==> src/common/spi_eeprom_regs.svh <==
// timing and layout constants for the serial memory port
`ifndef SPI_EEPROM_REGS_SVH
`define SPI_EEPROM_REGS_SVH

// =====================================================
// clock rates
`define SYS_CLK_PERIOD_NS   5
`define SCLK_MAX_FREQ_KHZ   4000
// least half period in sys_clk cycles for the fastest serial clock
`define SCLK_MIN_HALF_CYC \
   ((1000000 + 2 * `SCLK_MAX_FREQ_KHZ * `SYS_CLK_PERIOD_NS - 1) / \
    (2 * `SCLK_MAX_FREQ_KHZ * `SYS_CLK_PERIOD_NS))

// =====================================================
// field layout
`define BYTE_WIDTH          8
`define DIV_WIDTH           8
`define BIT_CNT_WIDTH       3
`define CS_RESET_VALUE      1'b1
`define DIV_RESET_VALUE     8'h19

`endif

==> src/common/spi_eeprom_pkg.sv <==
// types for the serial memory port
package spi_eeprom_pkg;

   // =====================================================
   // transfer request and result carriers
   typedef struct packed {
      logic [7:0] data;
   } xfer_req_s;

   typedef struct packed {
      logic [7:0] data;
   } xfer_rsp_s;

   typedef enum logic [1:0] {
      st_idle,
      st_low,
      st_high
   } shift_state_e;

endpackage

==> src/logic/pin_sync.sv <==
// two-stage synchroniser for one pin input
`timescale 1ns/10ps
module pin_sync (
   input  wire logic sys_clk,
   input  wire logic rst,
   input  wire logic clk_en,
   input  wire logic pin_in,
   output logic      pin_sync_out
);
   logic meta_q;

   // idle level of the pulled-up data line is one
   always_ff @(posedge sys_clk or posedge rst) begin
      if (rst) begin
         meta_q       <= 1'b1;
         pin_sync_out <= 1'b1;
      end else if (clk_en) begin
         meta_q       <= pin_in;
         pin_sync_out <= meta_q;
      end
   end
endmodule // pin_sync

==> src/logic/serial_eeprom_spi_master.sv <==
// master serial port to an external serial memory
//
// Behaviour
// serial clock runs at up to 4MHz
// firmware drives chip select on free pin
// deselected memory floats its data output
// serial clock leaves on shared pin zero
// outgoing bits change on falling clock edge
// incoming bits captured on rising clock edge
// board pulls data in and select high; bench pulls only data in, select is reset high by the master
// select low whole command, msb first
`timescale 1ns/10ps
`include "spi_eeprom_regs.svh"

module serial_eeprom_spi_master (
   input  wire logic                     sys_clk,
   input  wire logic                     rst,
   input  wire logic                     clk_en,
   input  wire logic [`DIV_WIDTH-1:0]    half_period,
   input  wire logic                     xfer_start,
   input  wire spi_eeprom_pkg::xfer_req_s xfer_req,
   input  wire logic                     cs_n_set,
   input  wire logic                     cs_n_value,
   output logic                          xfer_busy,
   output logic                          xfer_done,
   output spi_eeprom_pkg::xfer_rsp_s     xfer_rsp,
   output logic                          gpio_pin_zero,
   output logic                          gpio_pin_one,
   input  wire logic                     gpio_pin_two,
   output logic                          gpio_pin_three
);

   // =====================================================
   // state
   spi_eeprom_pkg::shift_state_e state_q;
   spi_eeprom_pkg::shift_state_e state_d;
   logic [`DIV_WIDTH-1:0]        div_q;
   logic [`DIV_WIDTH-1:0]        div_d;
   logic [`BIT_CNT_WIDTH-1:0]    bit_q;
   logic [`BIT_CNT_WIDTH-1:0]    bit_d;
   logic [`BYTE_WIDTH-1:0]       tx_q;
   logic [`BYTE_WIDTH-1:0]       tx_d;
   logic [`BYTE_WIDTH-1:0]       rx_q;
   logic [`BYTE_WIDTH-1:0]       rx_d;
   logic                         miso_s;
   logic                         sclk_d;
   logic                         so_d;
   logic                         busy_d;
   logic                         done_d;
   logic                         cs_n_d;

   // =====================================================
   // input synchroniser
   // two flops: the memory output is not timed to sys_clk
   pin_sync u_miso_sync (
      .sys_clk      (sys_clk),
      .rst          (rst),
      .clk_en       (clk_en),
      .pin_in       (gpio_pin_two),
      .pin_sync_out (miso_s)
   );

   // =====================================================
   // divider decode
   wire [`DIV_WIDTH-1:0] half_min = `DIV_WIDTH'(`SCLK_MIN_HALF_CYC);
   // a too-small divisor is clamped so the clock never passes 4MHz
   wire [`DIV_WIDTH-1:0] half_lim =
      (half_period < half_min) ? half_min : half_period;
   wire div_end = (div_q == 8'h01);

   // =====================================================
   // state decode
   wire in_idle  = (state_q == spi_eeprom_pkg::st_idle);
   wire in_low   = (state_q == spi_eeprom_pkg::st_low);
   wire in_high  = (state_q == spi_eeprom_pkg::st_high);
   wire last_bit = (bit_q == 3'h0);
   wire go       = xfer_start && in_idle;
   // sclk moves on the edge that ends these cycles
   wire rise_now = in_low && div_end;
   wire fall_now = in_high && div_end;
   wire byte_end = fall_now && last_bit;

   // =====================================================
   // sequencer
   always_comb begin
      state_d = state_q;
      case (state_q)
         spi_eeprom_pkg::st_idle: begin
            if (go) begin
               state_d = spi_eeprom_pkg::st_low;
            end
         end
         spi_eeprom_pkg::st_low: begin
            if (div_end) begin
               state_d = spi_eeprom_pkg::st_high;
            end
         end
         spi_eeprom_pkg::st_high: begin
            if (div_end) begin
               state_d = last_bit ? spi_eeprom_pkg::st_idle
                                  : spi_eeprom_pkg::st_low;
            end
         end
         default: begin
            state_d = spi_eeprom_pkg::st_idle;
         end
      endcase
   end

   // =====================================================
   // next values
   assign div_d  = go       ? half_lim :
                   in_idle  ? div_q :
                   div_end  ? half_lim : div_q - 8'h01;
   assign bit_d  = go       ? 3'h7 :
                   fall_now ? bit_q - 3'h1 : bit_q;
   // msb leaves first; zeros fill behind it
   assign tx_d   = go       ? xfer_req.data :
                   fall_now ? {tx_q[6:0], 1'h0} : tx_q;
   // sampled as sclk rises, two cycles of sync lag early
   assign rx_d   = rise_now ? {rx_q[6:0], miso_s} : rx_q;
   assign sclk_d = (state_d == spi_eeprom_pkg::st_high);
   // next bit appears on the same edge that lowers sclk
   assign so_d   = tx_d[7];
   assign busy_d = (state_d != spi_eeprom_pkg::st_idle);
   assign done_d = byte_end;
   assign cs_n_d = cs_n_set ? cs_n_value : gpio_pin_three;

   // =====================================================
   // sequencer register
   always_ff @(posedge sys_clk or posedge rst) begin
      if (rst) begin
         state_q <= spi_eeprom_pkg::st_idle;
      end else if (clk_en) begin
         state_q <= state_d;
      end
   end

   // =====================================================
   // counters
   always_ff @(posedge sys_clk or posedge rst) begin
      if (rst) begin
         div_q <= `DIV_RESET_VALUE;
      end else if (clk_en) begin
         div_q <= div_d;
      end
   end

   always_ff @(posedge sys_clk or posedge rst) begin
      if (rst) begin
         bit_q <= 3'h7;
      end else if (clk_en) begin
         bit_q <= bit_d;
      end
   end

   // =====================================================
   // shifters
   always_ff @(posedge sys_clk or posedge rst) begin
      if (rst) begin
         tx_q <= 8'h00;
      end else if (clk_en) begin
         tx_q <= tx_d;
      end
   end

   always_ff @(posedge sys_clk or posedge rst) begin
      if (rst) begin
         rx_q <= 8'h00;
      end else if (clk_en) begin
         rx_q <= rx_d;
      end
   end

   // =====================================================
   // serial pins
   // sclk idles low; the first bit is set up before the first rise
   always_ff @(posedge sys_clk or posedge rst) begin
      if (rst) begin
         gpio_pin_zero <= 1'h0;
      end else if (clk_en) begin
         gpio_pin_zero <= sclk_d;
      end
   end

   always_ff @(posedge sys_clk or posedge rst) begin
      if (rst) begin
         gpio_pin_one <= 1'h0;
      end else if (clk_en) begin
         gpio_pin_one <= so_d;
      end
   end

   // =====================================================
   // chip select
   always_ff @(posedge sys_clk or posedge rst) begin
      if (rst) begin
         gpio_pin_three <= `CS_RESET_VALUE;
      end else if (clk_en) begin
         gpio_pin_three <= cs_n_d;
      end
   end

   // =====================================================
   // status
   always_ff @(posedge sys_clk or posedge rst) begin
      if (rst) begin
         xfer_busy <= 1'h0;
      end else if (clk_en) begin
         xfer_busy <= busy_d;
      end
   end

   always_ff @(posedge sys_clk or posedge rst) begin
      if (rst) begin
         xfer_done <= 1'h0;
      end else if (clk_en) begin
         xfer_done <= done_d;
      end
   end

   // =====================================================
   // received byte
   always_ff @(posedge sys_clk or posedge rst) begin
      if (rst) begin
         xfer_rsp <= '0;
      end else if (clk_en && rise_now && last_bit) begin
         xfer_rsp.data <= rx_d;
      end
   end

endmodule // serial_eeprom_spi_master

==> config.mk <==
export PLATFORM = sky130hd
export DESIGN_NAME = serial_eeprom_spi_master
export DESIGN_NICKNAME = d
export VERILOG_FILES = /design/src/common/spi_eeprom_pkg.sv /design/src/logic/pin_sync.sv /design/src/logic/serial_eeprom_spi_master.sv
export VERILOG_INCLUDE_DIRS = /design/src /design/src/common
export SDC_FILE = /design/constraint.sdc
export NUM_CORES = 1
export LEC_CHECK = 0
export BUFFER_PORTS_ARGS = -buffer_cell sky130_fd_sc_hd__clkbuf_2
export CORE_ASPECT_RATIO = 0.7
export CORE_MARGIN = 1.5
export CORE_UTILIZATION = 48
export CTS_BUF_LIST = sky130_fd_sc_hd__clkbuf_4 sky130_fd_sc_hd__clkbuf_8
export DETAILED_ROUTE_END_ITERATION = 8
export HOLD_SLACK_MARGIN = 0.08
export MAX_ROUTING_LAYER = met4
export PLACE_DENSITY = 0.83
export SETUP_SLACK_MARGIN = 0.05
export SLEW_MARGIN = 10
export SYNTH_ARGS = -nofsm -noshare
export SYNTH_HDL_FRONTEND = slang
export SYNTH_HIERARCHICAL = 1
export SYNTH_SLANG_ARGS = --single-unit
==> constraint.sdc <==
create_clock -name sys_clk -period 2 [get_ports sys_clk]
set_input_delay 0.4 -clock sys_clk [delete_from_list [all_inputs] [get_ports sys_clk]]
set_output_delay 0.4 -clock sys_clk [all_outputs]
set_load 0.02 [all_outputs]
==> flow_summary_export.csv <==
group,metric,value,unit
synth,syn-num-nets,209,
die,design.core.area,3994,µm²
worst_setup_path,cpPeakStageDelay,0.56,ns
placement,place_inst,284,
timing,fin_crit,2.273,ns
worst_setup_path,reg2reg_slack,-0.27,ns
worst_setup_path,critPathBufInv,1,
cells_and_area,drive_above_1_share,50.81,%
detailed_routing,num_vias,1742,
die,placementRows,19,
run,drv_cap,0,
pwr,power.density,973.4,nW/µm²
pwr,p_leak,1.276,nW
worst_hold_path,worst_hold_path_type,"in2async",
cells_and_area,layout_common_cells,"clkbuf_2 (35), dfrtp_1 (33), buf_4 (24), mux2_2 (18), inv_1 (12)",
die,start_util,50.97,%
worst_setup_path,required,2.21,ns
worst_setup_path,path_max_fanout,5,
synth,syn-instance-count,182,
synth,synth_top_area_share,40.57,%
synth,synth_area_leader_cell,"dfrtp_1",
cells_and_area,final_util,68.39,%
worst_setup_path,cpLargestDelayFamily,"simple AND/OR/NAND/NOR gates",
cts,hold_buffers,0,
cts,cts-root-buf,"clkbuf_8",
cells_and_area,area_growth,34.17,%
worst_setup_path,cpMaxStageDelayCell,"dfstp_2",
detailed_routing,first_iter_violations,184,
cts,cts_tree,"built",
worst_setup_path,cp_cell_sequence,"ha_4 -> or4b_4 -> or4_4 -> a21oi_4 -> buf_6 -> a2bb2oi_1",
cts,cts_buffers,5,
timing,rsz0062_at_grt,"true",
synth,ys_ff_latch,42,
die,die_y,57.49,µm
synth,yosysSeqAreaShare,52.18,%
cts,cts_htree_levels,2,
grt,grt_pass1_wl,7859,µm
cells_and_area,fin_cells,298,
grt,grt.total_usage,23.07,%
timing,tns,-3.661,ns
cells_and_area,nNetsFinal,272,
timing,worst_slew_pin_slew,0.7454,ns
cts,clock_latency,0.29,ns
status,violations,"setup timing",
timing,fin_skew,0.008190,ns
cells_and_area,layout_commonest_cell,"clkbuf_2",
worst_setup_path,critPathCaptureType,"flip-flop",
placement,gp_congestion,0.8981,
die,ioPinCount,36,
grt,grt_pass1_vias,1651,
grt,grt_max_degree,41,
detailed_routing,wl,4988,µm
synth,synthTopCellsByArea,"dfrtp_1 (41%), dfstp_2 (12%), mux2_2 (10%)",
synth,yosysWarnings,6,
worst_setup_path,path_class,"reg2reg",
die,die_w,80.84,µm
cells_and_area,antenna_cells,0,
cts,clk_pin_slew_worst_paths,0.08,ns
status,outcome,"complete, but fails checks",
synth,yosysUniqueCellTypes,39,
timing,fin_crit_sh,113.6,%
timing,maxSlewHeadroom,50.00,%
synth,netlist_area,2036,µm²
detailed_routing,dr.pass1.iters,4,
placement,dp_hpwl,3223,µm
timing,fmax,440.0,MHz
pwr,power,2.659,mW
pwr,ir_drop,0.7320,mV
cts,cts.path.max_buffers,2,
grt,antenna_found_initial,0,
timing,drv_slew,0,
detailed_routing,drc,0,
timing,hold_viol,0,
worst_setup_path,startpoint_type,"flip-flop",
placement,place_ws,-0.2452,ns
worst_setup_path,critPathArrivalTime,2.49,ns
placement,io_buffers,35,
detailed_routing,wl_per_cell,16.74,µm
detailed_routing,vias_per_cell,5.846,
timing,finalWorstSetupSlack,-0.2728,ns
grt,overflow,0,
detailed_routing,ant_nets,0,
timing,finalSetupViolCount,21,
cts,clock-sinks,42,
synth,synth_area_per_cell,11.19,µm²
die,die_area,4647,µm²
-- metrics by stage --
stage	cell area, µm²	hold WS, ns
floorplan	2044	0.3115
global placement	2405	0.4166
detailed placement	2405	0.4194
CTS	2594	0.1056
global route	2731	0.1167
finish	2731	0.1128
-- synthesized netlist by cell type --
| master | number |
|---|---|
| a22oi_1 | 1 |
| nor3b_1 | 1 |
| nor4_1 | 1 |
| or3_1 | 3 |
| clkbuf_1 | 4 |
| and3_1 | 2 |
| inv_1 | 12 |
| nand3_2 | 1 |
| a21oi_1 | 11 |
| a211o_1 | 2 |
| nand3_1 | 4 |
| nand4_1 | 2 |
| o22ai_1 | 8 |
| a211oi_1 | 1 |
| o211ai_1 | 1 |
| nor2_1 | 8 |
| or4_4 | 1 |
| dfstp_2 | 9 |
| mux2i_1 | 1 |
| o21a_1 | 3 |
| o21ai_0 | 7 |
| or4b_4 | 1 |
| nor3_1 | 7 |
| nand2_1 | 8 |
| o31ai_1 | 3 |
| a31oi_1 | 2 |
| ha_1 | 4 |
| o32a_1 | 1 |
| buf_2 | 1 |
| a21oi_4 | 1 |
| or3b_2 | 1 |
| a21o_1 | 1 |
| a311oi_1 | 1 |
| mux2_2 | 18 |
| buf_6 | 1 |
| nand3b_1 | 2 |
| a2bb2oi_1 | 13 |
| nor4b_1 | 1 |
| dfrtp_1 | 33 |
-- metal layers --
metal	part of all wire (%)	global-route usage, %	routed length, µm
met5	0	-	0
met2	49	35.60	2448
met3	6.2	5.440	311
met1	44	30.91	2191
met4	0.74	5.665	37
-- timing repair --
action	CTS	global route
resized for setup	10	21
buffers inserted	4	2
setup endpoints to repair	31	30
pin swaps	2	4
-- path summary, 6_finish.rpt --
path | from | to | depth (start not counted)
min in group sys_clk | cs_n_value | gpio_pin_three | 2
worst max register to register | div_q[0] | tx_q[1] | 6
max in group asynchronous | rst | div_q[4] | 3
worst min register to register | xfer_done | xfer_done | 1
worst max-delay path | div_q[0] | tx_q[1] | 6
worst min-delay path | rst | u_miso_sync/pin_sync_out | 2
-- layout make-up --
class                   instances  area, µm²
repair buffers                 62      389.1
clock inverters                 3      40.04
flip-flops and latches         42       1062
inverters                      12      45.04
clock buffers                   5      68.82
well taps                      52      65.06
multi-input cells             122       1061
fillers                       299       1262
-- where the power goes --
| part | switching (mW) | total [mW] | internal [mW] |
|---|---|---|---|
| Combinational | 0.356 | 0.766 | 0.411 |
| Clock | 0.288 | 0.655 | 0.367 |
| Sequential | 0.165 | 1.24 | 1.07 |
-- cell families (layout without fill, tap and decap cells) --
family | count (synthesis) | in the layout | synth area share (%)
mux | 19 | 19 | 10.45
buf+inv | 18 | 82 | 3.749
fa+ha+maj | 4 | 4 | 2.459
compound gates | 56 | 56 | 19.36
simple gates | 43 | 43 | 11.80
flops | 42 | 42 | 52.18
-- sequential cells by signal (all words and copies together) (netlist names), 2 cells and up --
name,count
bit_q,3
div_q,8
rx_q,7
state_q,2
tx_q,7
xfer_rsp,8
Note: power is estimated with default switching activity, not from simulation.
